## src/core/hpage_pkg.sv

```systemverilog
// Package for the host port page-address block: register map, fields, timing.
// Assumes a 40 MHz core clock and a 32-bit Avalon-MM slave port.
package hpage_pkg;
    // Register byte addresses on the configuration bus
    localparam logic [31:0] ADDR_HOST_CFG = 32'h4000_0008;
    localparam logic [31:0] ADDR_PAGE_TOP = 32'h4000_000c;
    localparam logic [31:0] ADDR_PAGE_UMID = 32'h4000_0010;
    localparam logic [31:0] ADDR_FIFO_STAT = 32'h4000_0014;
    // Configuration field positions
    localparam int CFG_ENA_BIT = 0;
    localparam int CFG_PAGE_MODE_SELECT_BIT = 1;
    localparam int CFG_DEMUXED_BUS_SELECT_BIT = 2;
    localparam int CFG_FULL_BIT = 3;
    localparam int CFG_BYTEAD_BIT = 4;
    localparam logic [4:0] CFG_RESET = 5'h00;
    localparam logic [7:0] PAGE_RESET = 8'h00;
    localparam logic [31:0] BUS_ZERO = 32'h0000_0000;
    // Read FIFO depth
    localparam int FIFO_DEPTH = 4;
    localparam int FIFO_AW = 2;
    // Internal fetch latency in ns, rounded up to core cycles
    localparam int FETCH_NS = 100;
    localparam int CLK_NS = 25;
    localparam int FETCH_CYC = (FETCH_NS + CLK_NS - 1) / CLK_NS;
    // Host access kinds
    typedef enum logic [1:0] {
        ACC_CTRL,
        ACC_ADDR,
        ACC_DATA_INC,
        ACC_DATA
    } acc_type;
endpackage

```

## src/core/hpage_fetch.sv

```systemverilog
// Internal fetch engine: latches the fetch address, pulses o_done after a fixed latency.
// Assumes the memory side answers i_mem_rdata whenever o_done pulses.
module hpage_fetch (
    input wire logic i_ref_clk,
    input wire logic i_rst,
    input wire logic i_start,
    input wire logic [31:0] i_addr,
    output logic o_busy,
    output logic o_done,
    output logic [31:0] o_mem_addr
);
    logic [3:0] cnt_r, cnt_nxt; // Remaining cycles
    logic [31:0] addr_r, addr_nxt; // Latched fetch address
    logic done_r, done_nxt; // One-cycle completion pulse

    // Next-state of the latency counter
    always_comb begin
        cnt_nxt = cnt_r;
        addr_nxt = addr_r;
        done_nxt = 1'b0;
        if (i_start && cnt_r == 4'h0) begin
            cnt_nxt = 4'(hpage_pkg::FETCH_CYC);
            addr_nxt = i_addr;
        end else if (cnt_r != 4'h0) begin
            cnt_nxt = cnt_r - 4'h1;
            done_nxt = (cnt_r == 4'h1);
        end
    end

    // Registers only
    always_ff @(posedge i_ref_clk or posedge i_rst) begin
        if (i_rst) begin
            cnt_r <= 4'h0;
            addr_r <= hpage_pkg::BUS_ZERO;
            done_r <= 1'b0;
        end else begin
            cnt_r <= cnt_nxt;
            addr_r <= addr_nxt;
            done_r <= done_nxt;
        end
    end

    assign o_busy = (cnt_r != 4'h0);
    assign o_done = done_r;
    assign o_mem_addr = addr_r;
endmodule // hpage_fetch

```

## src/core/hpage_port.sv

```systemverilog
// Host port page-address and ready control, with configuration registers.
// Assumes one core clock; host strobes synchronous to it; memory word on i_mem_rdata.
// Summary of operation
// - Top page byte drives address bits 31:24
// - Upper-middle byte drives address bits 23:16
// - Paging in demuxed mode or page mode
// - Upper register bits reserved, read zero
// - Auto-increment reads prefetch into read FIFO
// - Ready low until fetched read data valid
// - Address write flushes FIFO, waits for pending fetch
// - Page mode: host gives only low half
// - Demuxed select uses sixteen address lines
module hpage_port (
    input wire logic i_ref_clk,
    input wire logic i_rst,
    input wire logic [31:0] avs_address,
    input wire logic avs_read,
    input wire logic avs_write,
    input wire logic [31:0] avs_writedata,
    input wire logic [3:0] avs_byteenable,
    output logic [31:0] avs_readdata,
    output logic avs_waitrequest,
    input wire logic i_host_strobe,
    input wire logic i_host_rnw,
    input wire logic [1:0] i_host_kind,
    input wire logic [15:0] i_host_addr_lines,
    input wire logic [31:0] i_host_wdata,
    output logic [31:0] o_host_rdata,
    output logic o_host_ready_out,
    output logic [31:0] o_mem_addr,
    input wire logic [31:0] i_mem_rdata,
    output logic o_page_mode_select,
    output logic o_demuxed_bus_select
);
    logic [4:0] cfg_r, cfg_nxt; // Port configuration
    logic [7:0] page_addr_top_byte_r, top_nxt; // Page byte, bits 31:24
    logic [7:0] page_addr_upper_mid_byte_r, umid_nxt; // Page byte, bits 23:16
    logic [31:0] rdata_r, rdata_nxt; // Bus read data
    logic rvalid_r, rvalid_nxt; // Read answer stage
    logic [31:0] host_address_port_r, haddr_nxt; // Host address register
    logic [31:0] fifo_mem [hpage_pkg::FIFO_DEPTH]; // Prefetch storage
    logic [hpage_pkg::FIFO_AW:0] count_r, count_nxt;
    logic [hpage_pkg::FIFO_AW-1:0] wp_r, wp_nxt, rp_r, rp_nxt;
    logic [31:0] hrdata_r, hrdata_nxt; // Host read data
    logic ready_r, ready_nxt; // Ready to host
    logic busy_r, busy_nxt; // Host cycle in progress
    logic demand_r, demand_nxt; // Fetch answers a waiting host read
    logic pf_r, pf_nxt; // Prefetch armed by an auto-increment read
    logic pf_start; // This fetch fills the FIFO rather than a waiting read
    logic addr_wr; // Host address write accepted this cycle
    logic take_now; // Auto-increment read meets an empty FIFO
    logic [31:0] low_addr; // Host address, advanced past words already prefetched
    logic fetch_start, fetch_busy, fetch_done;
    logic [31:0] fetch_addr, full_addr;
    logic paged, fifo_push, fifo_pop, acc_new;
    hpage_pkg::acc_type kind;

    hpage_fetch u_fetch (
        .i_ref_clk(i_ref_clk),
        .i_rst(i_rst),
        .i_start(fetch_start),
        .i_addr(full_addr),
        .o_busy(fetch_busy),
        .o_done(fetch_done),
        .o_mem_addr(o_mem_addr)
    );

    // Bus slave: registers written at once, reads answered one cycle later
    always_comb begin
        cfg_nxt = cfg_r;
        top_nxt = page_addr_top_byte_r;
        umid_nxt = page_addr_upper_mid_byte_r;
        rdata_nxt = rdata_r;
        rvalid_nxt = 1'b0;
        if (avs_write && avs_byteenable[0]) begin
            // Only the core port writes page bytes; host has no path here
            case (avs_address)
                hpage_pkg::ADDR_HOST_CFG: cfg_nxt = avs_writedata[4:0];
                hpage_pkg::ADDR_PAGE_TOP: top_nxt = avs_writedata[7:0];
                hpage_pkg::ADDR_PAGE_UMID: umid_nxt = avs_writedata[7:0];
                default: cfg_nxt = cfg_r; // Unmapped write ignored
            endcase
        end
        if (avs_read && !rvalid_r) begin
            rvalid_nxt = 1'b1;
            // Reserved upper bits come back as zero
            case (avs_address)
                hpage_pkg::ADDR_HOST_CFG: rdata_nxt = {27'h0, cfg_r};
                hpage_pkg::ADDR_PAGE_TOP: rdata_nxt = {24'h0, page_addr_top_byte_r};
                hpage_pkg::ADDR_PAGE_UMID: rdata_nxt = {24'h0, page_addr_upper_mid_byte_r};
                hpage_pkg::ADDR_FIFO_STAT: rdata_nxt = {29'h0, count_r};
                default: rdata_nxt = hpage_pkg::BUS_ZERO;
            endcase
        end
    end

    always_ff @(posedge i_ref_clk or posedge i_rst) begin
        if (i_rst) begin
            cfg_r <= hpage_pkg::CFG_RESET;
            page_addr_top_byte_r <= hpage_pkg::PAGE_RESET;
            page_addr_upper_mid_byte_r <= hpage_pkg::PAGE_RESET;
            rdata_r <= hpage_pkg::BUS_ZERO;
            rvalid_r <= 1'b0;
        end else begin
            cfg_r <= cfg_nxt;
            page_addr_top_byte_r <= top_nxt;
            page_addr_upper_mid_byte_r <= umid_nxt;
            rdata_r <= rdata_nxt;
            rvalid_r <= rvalid_nxt;
        end
    end

    assign avs_readdata = rdata_r;
    assign avs_waitrequest = avs_read && !rvalid_r;
    assign o_page_mode_select = cfg_r[hpage_pkg::CFG_PAGE_MODE_SELECT_BIT];
    assign o_demuxed_bus_select = cfg_r[hpage_pkg::CFG_DEMUXED_BUS_SELECT_BIT];

    // Address formation
    assign paged = cfg_r[hpage_pkg::CFG_DEMUXED_BUS_SELECT_BIT] || cfg_r[hpage_pkg::CFG_PAGE_MODE_SELECT_BIT];
    // A prefetch reads the word after those already queued, so words stay in order
    assign low_addr = host_address_port_r + (pf_start ? {29'h0, count_r} : hpage_pkg::BUS_ZERO);
    always_comb begin
        // Paged: page bytes over host low half; else full host address
        if (paged) begin
            full_addr = {page_addr_top_byte_r, page_addr_upper_mid_byte_r,
                         low_addr[15:0]};
        end else begin
            full_addr = low_addr;
        end
    end
    assign fetch_addr = full_addr;

    // Host side: one access per strobe rising while idle
    assign kind = hpage_pkg::acc_type'(i_host_kind);
    assign acc_new = i_host_strobe && !busy_r && cfg_r[hpage_pkg::CFG_ENA_BIT];
    assign fifo_pop = acc_new && i_host_rnw && kind == hpage_pkg::ACC_DATA_INC
                      && count_r != '0;
    assign addr_wr = acc_new && !i_host_rnw && kind == hpage_pkg::ACC_ADDR;
    assign take_now = acc_new && i_host_rnw && kind == hpage_pkg::ACC_DATA_INC && count_r == '0;
    // Disarmed, address-write or directly taken words never enter the FIFO, so
    // a discarded prefetch cannot leave a stale word behind
    assign fifo_push = fetch_done && !demand_r && pf_r && !addr_wr && !take_now;

    always_comb begin
        haddr_nxt = host_address_port_r;
        hrdata_nxt = hrdata_r;
        ready_nxt = ready_r;
        busy_nxt = busy_r;
        demand_nxt = demand_r;
        pf_nxt = pf_r;
        pf_start = 1'b0;
        fetch_start = 1'b0;
        count_nxt = count_r;
        wp_nxt = wp_r;
        rp_nxt = rp_r;
        if (!i_host_strobe) begin
            busy_nxt = 1'b0;
            ready_nxt = 1'b1;
        end
        if (acc_new) begin
            busy_nxt = 1'b1;
            case (kind)
                hpage_pkg::ACC_ADDR: begin
                    if (!i_host_rnw) begin
                        haddr_nxt = paged ? {16'h0, i_host_addr_lines} : i_host_wdata;
                        // Pending prefetch is discarded before ready returns
                        ready_nxt = (count_r == '0) && !fetch_busy;
                        pf_nxt = 1'b0; // New address stops the old stream
                        count_nxt = '0;
                        rp_nxt = wp_r;
                    end else begin
                        hrdata_nxt = host_address_port_r;
                    end
                end
                hpage_pkg::ACC_DATA_INC: begin
                    if (i_host_rnw && count_r != '0) begin
                        hrdata_nxt = fifo_mem[rp_r];
                        rp_nxt = rp_r + 1'b1;
                    end else if (i_host_rnw && fetch_done && !demand_r && pf_r) begin
                        // Prefetched word lands this very cycle: answer with it
                        hrdata_nxt = i_mem_rdata;
                    end else if (i_host_rnw) begin
                        ready_nxt = 1'b0;
                        demand_nxt = 1'b1;
                        fetch_start = !fetch_busy;
                    end
                    haddr_nxt = host_address_port_r + 32'h1;
                    if (i_host_rnw) begin
                        pf_nxt = 1'b1;
                    end
                end
                hpage_pkg::ACC_DATA: begin
                    if (i_host_rnw) begin
                        ready_nxt = 1'b0;
                        demand_nxt = 1'b1;
                        fetch_start = !fetch_busy;
                    end
                end
                default: hrdata_nxt = {27'h0, cfg_r};
            endcase
        end else if (busy_r && !ready_r) begin
            // Waiting for data or for a prefetch to settle
            if (demand_r && fetch_done) begin
                hrdata_nxt = i_mem_rdata;
                demand_nxt = 1'b0;
                ready_nxt = 1'b1;
            end else if (!demand_r && !fetch_busy) begin
                ready_nxt = 1'b1;
            end else if (demand_r && !fetch_busy) begin
                fetch_start = 1'b1;
            end
        end else if (pf_r && !fetch_busy && !fetch_done && !busy_r
                     && count_r < 3'(hpage_pkg::FIFO_DEPTH)) begin
            // Wait out the done cycle so the count already holds the last word
            fetch_start = 1'b1;
            pf_start = 1'b1;
        end
        if (fifo_push) begin
            wp_nxt = wp_r + 1'b1;
        end
        count_nxt = (acc_new && kind == hpage_pkg::ACC_ADDR && !i_host_rnw) ? '0
                    : count_r + {2'h0, fifo_push} - {2'h0, fifo_pop};
    end

    always_ff @(posedge i_ref_clk) begin
        if (fifo_push) begin
            fifo_mem[wp_r] <= i_mem_rdata;
        end
    end

    always_ff @(posedge i_ref_clk or posedge i_rst) begin
        if (i_rst) begin
            host_address_port_r <= hpage_pkg::BUS_ZERO;
            hrdata_r <= hpage_pkg::BUS_ZERO;
            ready_r <= 1'b1;
            busy_r <= 1'b0;
            demand_r <= 1'b0;
            pf_r <= 1'b0;
            count_r <= '0;
            wp_r <= '0;
            rp_r <= '0;
        end else begin
            host_address_port_r <= haddr_nxt;
            hrdata_r <= hrdata_nxt;
            ready_r <= ready_nxt;
            busy_r <= busy_nxt;
            demand_r <= demand_nxt;
            pf_r <= pf_nxt;
            count_r <= count_nxt;
            wp_r <= wp_nxt;
            rp_r <= rp_nxt;
        end
    end

    assign o_host_rdata = hrdata_r;
    assign o_host_ready_out = ready_r;
endmodule // hpage_port

```

## config.mk

```make
export PLATFORM = sky130hd
export DESIGN_NAME = hpage_port
export DESIGN_NICKNAME = d
export VERILOG_FILES = /design/src/core/hpage_pkg.sv /design/src/core/hpage_fetch.sv /design/src/core/hpage_port.sv
export SDC_FILE = /design/constraint.sdc
export NUM_CORES = 1
export LEC_CHECK = 0
export BUFFER_PORTS_ARGS = -buffer_cell sky130_fd_sc_hd__buf_2
export CAP_MARGIN = 10
export CORE_MARGIN = 5
export CORE_UTILIZATION = 25
export CTS_BUF_LIST = sky130_fd_sc_hd__clkbuf_8
export CTS_CLUSTER_SIZE = 16
export DETAILED_ROUTE_END_ITERATION = 12
export SYNTH_ARGS = -nofsm -noshare
export SYNTH_HDL_FRONTEND = slang
export SYNTH_HIERARCHICAL = 1
export SYNTH_SLANG_ARGS = --single-unit
```

## constraint.sdc

```tcl
create_clock -name i_ref_clk -period 9.5 [get_ports i_ref_clk]
set_clock_uncertainty 0.15 [all_clocks]
set_input_delay 1.9 -clock i_ref_clk [delete_from_list [all_inputs] [get_ports i_ref_clk]]
set_output_delay 1.9 -clock i_ref_clk [all_outputs]
set_load 0.01 [all_outputs]
```

==> flow_summary.yaml, run 1 <==
global_route:
  grt_pass1_vias: 9980
  grt_pass1_wl_mm: 63.2
  grt_usage_pct: 13.7
  overflow: 0
  grt_start_max_net_pins: 66
  antenna_found_initial: 2
placed_design:
  port_buffers: 204
  gp_congestion: 0.858
  dp_slack_ns: 4.21
  dp_hpwl_mm: 30.3
floorplanning:
  core_um2: 53900
  die_height_um: 243
  fp.dieW_um: 243
  die_area_um2: 59200
  rows: 85
  pin_count: 256
  start_util_pct: 25.2
setup_path:
  critPathMaxStageDelay_ns: 0.40
  path_class: "input port to flop"
  crit_path_start_kind: "input port"
  crit_slowest_cell: "fa_1"
  path_cells: "buf_2, and3b_1, nor3b_1, and3_1, ha_1, inv_1, fa_1, nor2b_1, o2111a_1, nand2_1, xor2_1, a21oi_1, mux2_2"
  worstSetupEndpointType: "flop"
  worst_ep_required_time_ns: 9.79
  crit_arrival_ns: 5.06
  cp_max_fo: 12
timing:
  rsz0062_at_grt: "false"
  tns_ns: 0
  setup_viol: 0
  hold_viol: 0
  period_minus_slack_ns: 4.77
  fin_hold_ws_ns: 0.327
  max-slew-margin-rel_pct: 31.1
  finalCritPeriodShare_pct: 50.2
  fmax_mhz: 210
  maxSlewViolCount: 0
  fin_ws_ns: 4.73
  worst_pin_slew_ns: 1.03
finish:
  final_core_util_pct: 29.7
  drive_gt1_share_pct: 30.5
  layout_common_cells: "buf_2 (204), dfrtp_1 (139), edfxtp_1 (128)"
  final.fill_count: 5470
  fin_nets: 1488
  area_growth_pct: 17.8
  final_common_cell: "buf_2"
  seq_area_um2: 7400
  multi_input_area_um2: 5650
  antennaDiodeCount: 0
clock_tree:
  cts_tree: "yes"
  root_buffer: "clkbuf_8"
  htree_num_levels: 2
  clk_transition_reported_paths_ns: 0.06
  cts_resized: 0
  cts_hold_buf: 0
  clk_latency_ns: 0.57
  clock-sinks: 270
  cts_setup_buffers: 0
  cts_buffers: 46
  clock_path_buffers: 3
drt:
  dr_total_vias: 9957
  drc_errors: 0
  antenna_left: 0
  avgViaCountPerCell: 4.87
  wl_met3_mm: 2.51
  wl_per_cell_um: 20.6
  drt_pass1_iterations: 5
  highest_layer: "met5"
  wl_met2_mm: 19.8
  met1Wirelength_mm: 19.1
  wl_mm: 42.1
  drt-initial-drc-count: 1105
logic_synthesis:
  yosys-top-cells-area: "edfxtp_1 (28%), dfrtp_1 (26%), mux4_2 (5.3%)"
  ys_warn_count: 6
  ys_ff_latch: 270
  synth_cells: 1129
  synthDistinctLibCells: 79
  yosysTopAreaCell: "edfxtp_1"
  syn-cell-area_um2: 13600
  yosysTopAreaCellShare_pct: 28.2
  avgSynthCellArea_um2: 12.1
  ys_seq_area_share_pct: 54.3
  synth_ff_type: "dfrtp_1"
  synth-edff-count: 128
  async_reset_ff_share_pct: 52.6
run_status:
  status: "finished, final reports clean"
power:
  power_density_nw_per_um2: 145
  vdd_drop_max_mv: 0.0840
  cellLeakagePower_nw: 6.57
hold_path:
  hold_path_class: "flop to flop"
run:
  maxCapViolations: 0
per-stage QoR:
stage	std cells	total power (W)	area (um2)
2_1_floorplan	1153	0.00132	13700
3_3_place_gp	1961	0.00137	15200
3_5_place_dp	1961	0.00138	15200
4_1_cts	2044	0.00236	16000
5_1_grt	2044	0.00242	16000
6_report	2044	0.00232	16000
power by group:
part	switching, W	total [W]	internal [W]	leakage [nW]
Combinational	0.0000758	0.000116	0.0000397	3.05
Clock	0.000468	0.000970	0.000502	0.497
Sequential	0.00000383	0.00124	0.00123	3.02
synthesized netlist by cell type, types with 18 or more instances:
| cell type | count |
|---|---|
| mux2_4 | 29 |
| nor2_1 | 81 |
| xnor2_1 | 19 |
| mux4_2 | 32 |
| nand4_1 | 18 |
| mux2_2 | 31 |
| clkbuf_1 | 51 |
| nor3_1 | 24 |
| buf_2 | 27 |
| buf_4 | 25 |
| nand3_1 | 34 |
| dfrtp_1 | 141 |
| inv_1 | 23 |
| a31oi_1 | 36 |
| a32oi_1 | 31 |
| a21oi_1 | 55 |
| edfxtp_1 | 128 |
| nand2_1 | 84 |
| o21ai_0 | 29 |
logic make-up (layout without fill, tap and decap cells):
logic type | Yosys count | in the layout | synth area share, %
xor+xnor | 32 | 32 | 2.06
compound gates | 229 | 229 | 11.4
fa+ha+maj | 19 | 19 | 1.86
buf+inv | 134 | 329 | 5.00
mux | 113 | 113 | 12.7
other cells | 1 | 25 | 0.0275
flops | 270 | 270 | 54.3
simple gates | 331 | 331 | 12.7
worst max-delay path, delay by kind of cell:
kind	cells	cell delay [ns]
AND/OR/NAND/NOR	5	1.38
adder cells (fa/ha/maj)	2	0.58
AO/OA/AOI/OAI	2	0.45
XOR/XNOR	1	0.29
multiplexers	1	0.29
buffers and inverters	2	0.17
area by class of cell:
type / count / share of cell area [%]
inverters: 23 / 0.554
clock buffers: 52 / 4.46
repair buffers: 223 / 7.26
flip-flops and latches: 270 / 46.2
clock inverters: 31 / 0.874
well taps: 696 / 5.43
multi-input cells: 749 / 35.3
layer usage:
layer	GRT usage, %	up-vias
li1	-	4592
met5	0	-
met4	2.59	4
met3	2.33	38
met2	22.0	363
met1	19.7	4960
sequential cells by signal, summed over array words and instances, names as in the netlist:
| name | count |
|---|---|
| busy_r | 1 |
| page_addr_upper_mid_byte_r | 8 |
| page_addr_top_byte_r | 8 |
| fifo_mem | 128 |
| cfg_r | 5 |
| rvalid_r | 1 |
| o_host_ready_out | 1 |
| u_fetch/cnt_r | 4 |
| demand_r | 1 |
| pf_r | 1 |
| u_fetch/o_done | 1 |
| wp_r | 2 |
| avs_readdata | 8 |
| o_host_rdata | 32 |
| rp_r | 2 |
| count_r | 3 |
| u_fetch/o_mem_addr | 32 |
| host_address_port_r | 32 |
final timing paths:
| path | to | cells after the start | start | slack, ns |
|---|---|---|---|---|
| max | u_fetch/o_mem_addr[30] | 13 | i_host_strobe | 4.73 |
| min | avs_readdata[2] | 1 | avs_readdata[2] | 0.33 |
| max reg2reg | u_fetch/o_mem_addr[30] | 15 | u_fetch/cnt_r[0] | 5.35 |
| min reg2reg | avs_readdata[2] | 1 | avs_readdata[2] | 0.33 |
| max in group asynchronous | rp_r[1] | 3 | i_rst | 6.57 |
| min in group asynchronous | host_address_port_r[15] | 2 | i_rst | 1.27 |
Power figures use the tool's default switching activity.
==> run 2: changes to the inputs <==
--- a/config.mk
+++ b/config.mk
@@ -5,6 +5,7 @@
 export SDC_FILE = /design/constraint.sdc
 export NUM_CORES = 1
 export LEC_CHECK = 0
+export ABC_AREA = 1
 export BUFFER_PORTS_ARGS = -buffer_cell sky130_fd_sc_hd__buf_2
 export CAP_MARGIN = 10
 export CORE_MARGIN = 5
==> constraint.sdc (replaced) <==
create_clock -name i_ref_clk -period 4.6 [get_ports i_ref_clk]
set_clock_uncertainty 0.15 [all_clocks]
set_input_delay 0.92 -clock i_ref_clk [delete_from_list [all_inputs] [get_ports i_ref_clk]]
set_output_delay 0.92 -clock i_ref_clk [all_outputs]
set_load 0.01 [all_outputs]
==> run 2 against run 1 <==
Register-to-register slack got worse by 4.4 ns. Via count is 32% higher. Sequential power grew 110%. Critical endpoint is now u_fetch/o_mem_addr[16]. Largest power group unchanged. Highest routed layer unchanged.
==> flow_summary.yaml, run 2 <==
setup_path:
  crit_arrival_ns: 4.02
  crit_slowest_cell: "fa_1"
  cp_top_family: "simple AND/OR/NAND/NOR gates"
  path_buf_inv: 3
  worstSetupEndpointType: "flop"
  reg2reg_setup_slack_ns: 0.94
  critPathMaxStageDelay_ns: 0.40
  reg2reg_from: "u_fetch/cnt_r[1]"
  path_class: "flop to flop"
  crit_top_cell: "nor2_1"
  path_cells: "inv_1, ha_1, nand2_2, inv_1, nand4_1, nor2_1, ha_1, inv_1, fa_1, nor2_1, nor2_1, nor2_1, nand2_1, nor2_1, xor2_1, o21ai_0, nand4_1, nand2_1"
  worst_ep_required_time_ns: 4.96
  r2r-end: "u_fetch/o_mem_addr[16]"
  cp_max_fo: 5
  r2r.worst_path.cells: 18
  crit_path_start_kind: "flop"
finish:
  final_cells: 2811
  final_core_util_pct: 29.6
  largest_register: "fifo_mem"
  layout_common_cells: "nand2_1 (513), nor2_1 (247), buf_2 (204)"
  area_growth_pct: 16.6
  design_area_um2: 17100
  final_common_cell: "nand2_1"
  drive_gt1_share_pct: 17.8
  final.fill_count: 6298
  largest_reg_flops: 128
  fin_nets: 2183
logic_synthesis:
  synthDistinctLibCells: 44
  ys_ff_latch: 270
  yosysTopAreaCell: "edfxtp_1"
  syn-cell-area_um2: 14700
  async_reset_ff_share_pct: 52.6
  synth_ff_type: "dfrtp_1"
  ys_warn_count: 6
  synth_cells: 1818
  synth-edff-count: 128
  netlist_top_cells_count: "nand2_1 (513), nor2_1 (252), nand3_1 (156)"
  ys_seq_area_share_pct: 50.4
  avgSynthCellArea_um2: 8.08
  synth_most_common_cell: "nand2_1"
  yosysTopAreaCellShare_pct: 26.2
  yosys-top-cells-area: "edfxtp_1 (26%), dfrtp_1 (24%), nand2_1 (13%)"
clock_tree:
  clock_path_buffers: 3
  cts_setup_buffers: 0
  clk_latency_ns: 0.61
  cts_hold_buf: 0
  cts_buffers: 44
  cts_resized: 0
  cts_tree: "yes"
  clock-sinks: 270
  clk_transition_reported_paths_ns: 0.06
  htree_num_levels: 2
  root_buffer: "clkbuf_8"
power:
  vdd_drop_max_mv: 0.176
  cellLeakagePower_nw: 7.89
  power_density_nw_per_um2: 282
timing:
  hold_viol: 0
  fin_ws_ns: 0.936
  rsz0062_at_grt: "false"
  maxSlewViolCount: 0
  worst_pin_slew_ns: 0.933
  max-slew-margin-rel_pct: 37.7
  tns_ns: 0
  finalCritPeriodShare_pct: 79.7
  fmax_mhz: 273
  period_minus_slack_ns: 3.66
  setup_viol: 0
floorplanning:
  start_util_pct: 25.4
  die_area_um2: 63700
  rows: 88
  die_height_um: 252
  core_um2: 57900
  fp.dieW_um: 252
  pin_count: 256
global_route:
  grt_pass1_wl_mm: 76.5
  grt_pass1_vias: 12500
  grt_start_max_net_pins: 66
  antenna_found_initial: 7
  overflow: 0
  grt_usage_pct: 15.4
hold_path:
  holdPathEnd: "u_fetch/o_mem_addr[13]"
  whs_path_depth: 2
  hold_path_class: "flop to flop"
  worstHoldStart: "u_fetch/o_mem_addr[13]"
drt:
  drc_errors: 0
  drt-initial-drc-count: 1053
  avgViaCountPerCell: 4.68
  drt_pass1_iterations: 6
  dr_total_vias: 13200
  wl_per_cell_um: 18.3
  wl_mm: 51.3
  antenna_left: 0
placed_design:
  dp_hpwl_mm: 37.4
  gp_congestion: 0.902
  dp_slack_ns: 0.706
  postPlaceCellArea_um2: 16300
  dp_cells: 2727
  port_buffers: 204
run:
  maxCapViolations: 0
run_status:
  status: "finished, final reports clean"
==> run 2: cell count changes in the layout (fill, tap and decap cells not counted), moves of 31 or more <==
cell | before | now
nand3_1 | 34 | 156
o21ai_0 | 29 | 70
inv_1 | 37 | 173
mux4_2 | 32 | 0
nor2_1 | 80 | 247
mux2_2 | 31 | 0
nand2_1 | 84 | 513
==> run 2: routing by layer <==
layer  vias to the layer above  routed length [um]  part of all wire (%)  track usage, %
li1                       6297                   -                     -               -
met5                         -                  32                 0.062               0
met4                         4                 784                   1.5            2.90
met2                       503               24000                    47            25.0
met1                      6285               22100                    43            21.6
met3                        64                4490                   8.7            3.18
==> run 2: logic make-up (layout without fill, tap and decap cells) <==
group | after synthesis | count (layout) | share of synthesized area (%)
buffers and inverters | 273 | 475 | 8.68
other | 1 | 27 | 0.0255
AO/OA/AOI/OAI | 226 | 226 | 8.91
adder cells (fa/ha/maj) | 19 | 19 | 1.72
XOR/XNOR | 22 | 22 | 1.31
AND/OR/NAND/NOR | 1007 | 1007 | 29.0
flip-flops | 270 | 270 | 50.4
==> run 2: worst register-to-register path: cells and delay by family, from the launching register on <==
family	cells	cell delay, ns
fa+ha+maj	3	0.78
flops	1	0.38
xor+xnor	1	0.08
compound gates	1	0.36
simple gates	10	1.45
buf+inv	3	0.38
==> run 2: worst max path at each step <==
stage	start	end	slack, ns	cells after the start
after global placement	i_host_strobe	u_fetch/o_mem_addr[16]	0.76	16
after detailed placement	i_host_strobe	u_fetch/o_mem_addr[16]	0.71	16
after floorplan	i_rst	avs_readdata[0]	0.77	1
after global routing	u_fetch/cnt_r[1]	u_fetch/o_mem_addr[16]	0.69	18
after CTS	u_fetch/cnt_r[0]	u_fetch/o_mem_addr[16]	0.99	18
final	u_fetch/cnt_r[1]	u_fetch/o_mem_addr[16]	0.94	18
==> run 2: report_power, final <==
group	internal [W]	switching (W)
Combinational	0.0000948	0.000190
Clock	0.000961	0.00102
Sequential	0.00255	0.00000940
Total	0.00360	0.00122
==> run 2: cell type report <==
type	instances	area, um2	share of cell area [%]
Antenna cell	2	5.00	0.0292
Clock buffer	47	647	3.78
Clock inverter	35	171	1.00
Inverter	164	618	3.61
Multi-Input combinational cell	1299	6120	35.8
Sequential cell	270	7400	43.2
Tap cell	765	957	5.59
Timing Repair Buffer	229	1210	7.06
==> run 2: through the flow <==
step	power, W	hold slack (ns)
global placement	0.00288	0.301
CTS	0.00489	0.303
floorplan	0.00276	0.323
global route	0.00502	0.333
finish	0.00482	0.315
detailed placement	0.00289	0.304
==> run 3: changes to the inputs <==
--- a/config.mk
+++ b/config.mk
@@ -5,7 +5,7 @@
 export SDC_FILE = /design/constraint.sdc
 export NUM_CORES = 1
 export LEC_CHECK = 0
-export ABC_AREA = 1
+export ABC_AREA = 0
 export BUFFER_PORTS_ARGS = -buffer_cell sky130_fd_sc_hd__buf_2
 export CAP_MARGIN = 10
 export CORE_MARGIN = 5
==> constraint.sdc (replaced) <==
create_clock -name i_ref_clk -period 3 [get_ports i_ref_clk]
set_clock_uncertainty 0.15 [all_clocks]
set_input_delay 0.6 -clock i_ref_clk [delete_from_list [all_inputs] [get_ports i_ref_clk]]
set_output_delay 0.6 -clock i_ref_clk [all_outputs]
set_load 0.01 [all_outputs]
==> run 3 against run 2 <==
The flow now finishes with violations (negative setup slack). Sequential power is 53% higher. Maximum frequency is 14% higher. Worst setup slack worse by 1.1 ns. Register-to-register slack worse by 1.1 ns. Die area is 7.0% lower. Cell area is 0.74% lower. Power is 60% higher. Clock power is 72% higher. Wire length is 14% lower. Largest cell class unchanged. Highest routed layer unchanged.
==> flow_summary.yaml, run 3 (synthesized netlist as in run 1, its figures left out) <==
timing:
  worst_pin_slew_ns: 1.12
  fin_ws_ns: -0.207
  fin_hold_ws_ns: 0.103
  setup_viol: 9
  hold_viol: 0
  maxSlewViolCount: 0
  fmax_mhz: 312
  max-slew-margin-rel_pct: 25.3
  period_minus_slack_ns: 3.21
  rsz0062_at_grt: "true"
  finalCritPeriodShare_pct: 107
drt:
  drt-initial-drc-count: 988
  drt_pass1_iterations: 5
  met1Wirelength_mm: 18.9
  wl_met2_mm: 20.7
  avgViaCountPerCell: 4.89
  drc_errors: 0
  dr_total_vias: 10400
  wl_met3_mm: 3.33
  wl_mm: 44.0
  wl_per_cell_um: 20.7
  antenna_left: 0
  highest_layer: "met5"
placed_design:
  dp_hpwl_mm: 32.2
  port_buffers: 204
  gp_congestion: 0.883
  postPlaceCellArea_um2: 15800
clock_tree:
  clk_transition_reported_paths_ns: 0.06
  htree_num_levels: 2
  root_buffer: "clkbuf_8"
  clock-sinks: 270
  clk_latency_ns: 0.59
  clock_path_buffers: 3
  cts_buffers: 45
  cts_tree: "yes"
setup_path:
  cp_max_fo: 5
  crit_arrival_ns: 3.50
  worst_ep_required_time_ns: 3.30
  worstSetupEndpointType: "flop"
  crit_path_start_kind: "flop"
  path_class: "flop to flop"
finish:
  design_area_um2: 17000
  fin_nets: 1565
  final_common_cell: "buf_2"
  area_growth_pct: 24.9
  largest_reg_flops: 128
  largest_register: "fifo_mem"
  drive_gt1_share_pct: 36.8
  layout_common_cells: "buf_2 (204), dfrtp_1 (140), edfxtp_1 (128)"
run_status:
  violations: "negative setup slack"
  status: "complete, but fails checks"
floorplanning:
  pin_count: 256
  die_area_um2: 59200
  rows: 85
  start_util_pct: 25.2
  core_um2: 53900
  fp.dieW_um: 243
  die_height_um: 243
hold_path:
  hold_path_class: "input port to flop"
power:
  vdd_drop_max_mv: 0.257
  power_density_nw_per_um2: 453
  cellLeakagePower_nw: 7.07
run:
  maxCapViolations: 0
global_route:
  antenna_found_initial: 3
  grt_pass1_wl_mm: 65.6
  overflow: 0
  grt_start_max_net_pins: 65
  grt_usage_pct: 14.2
  grt_pass1_vias: 10300
run 3: worst paths after layout:
check / startpoint / end / slack, ns / cells after the start
setup / recovery: u_fetch/cnt_r[0] / u_fetch/o_mem_addr[24] / -0.21 / 16
hold / removal: avs_writedata[6] / page_addr_upper_mid_byte_r[6] / 0.10 / 2
setup reg to reg: u_fetch/cnt_r[0] / u_fetch/o_mem_addr[24] / -0.21 / 16
hold reg to reg: avs_readdata[2] / avs_readdata[2] / 0.33 / 1
max in group asynchronous: i_rst / o_host_ready_out / 1.38 / 4
min in group asynchronous: i_rst / u_fetch/o_mem_addr[9] / 0.38 / 3
run 3: layout make-up:
cell class / count / area [um2]
diodes: 1 / 2.50
clock buffers: 51 / 702
clock inverters: 31 / 236
fillers: 5407 / 36900
inverters: 23 / 90.1
multi-input cells: 749 / 5840
flip-flops and latches: 270 / 7400
well taps: 696 / 871
repair buffers: 301 / 1870
run 3: worst max-delay path, stage by stage, from the launching register on:
cell      delay [ns]
dfrtp_1         0.38
inv_2           0.09
ha_4            0.13
nor3b_4         0.20
inv_2           0.07
nor3_4          0.12
and3_4          0.23
ha_4            0.14
inv_2           0.04
fa_2            0.35
nor2b_2         0.13
o211ai_1        0.14
buf_4           0.23
nor3_4          0.18
xnor2_1         0.15
a21oi_1         0.09
mux2_4          0.26
run 3: layer usage:
layer | vias to the layer above | GRT usage [%]
met2 | 397 | 22.8
met1 | 5156 | 20.0
met4 | 2 | 3.72
met5 | - | 0
met3 | 63 | 2.70
li1 | 4754 | -
run 3: where the power goes:
group / switching [W] / internal (W)
Clock: 0.00157 / 0.00184
Sequential: 0.0000124 / 0.00390
Combinational: 0.000243 / 0.000137
run 3: timing repair:
action / 4_1_cts / 5_1_grt
hold buffers: 1 / 0
resized for setup: 20 / 17
pin swaps: 11 / 17
setup buffers: 6 / 7
hold endpoints to repair: 22 / 0
setup endpoints to repair: 26 / 33
run 3: per-stage QoR:
stage	total power, W	util [%]	TNS [ns]	instances	worst slack [ns]
finish	0.00771	31.5	-1.01	2122	-0.207
global route	0.00801	31.5	-3.21	2121	-0.359
global placement	0.00436	29.4	-4.66	2030	-0.372
detailed placement	0.00437	29.4	-5.04	2030	-0.417
CTS	0.00782	31.3	-0.883	2117	-0.169
floorplan	0.00418	-	-1.39	1153	-0.289
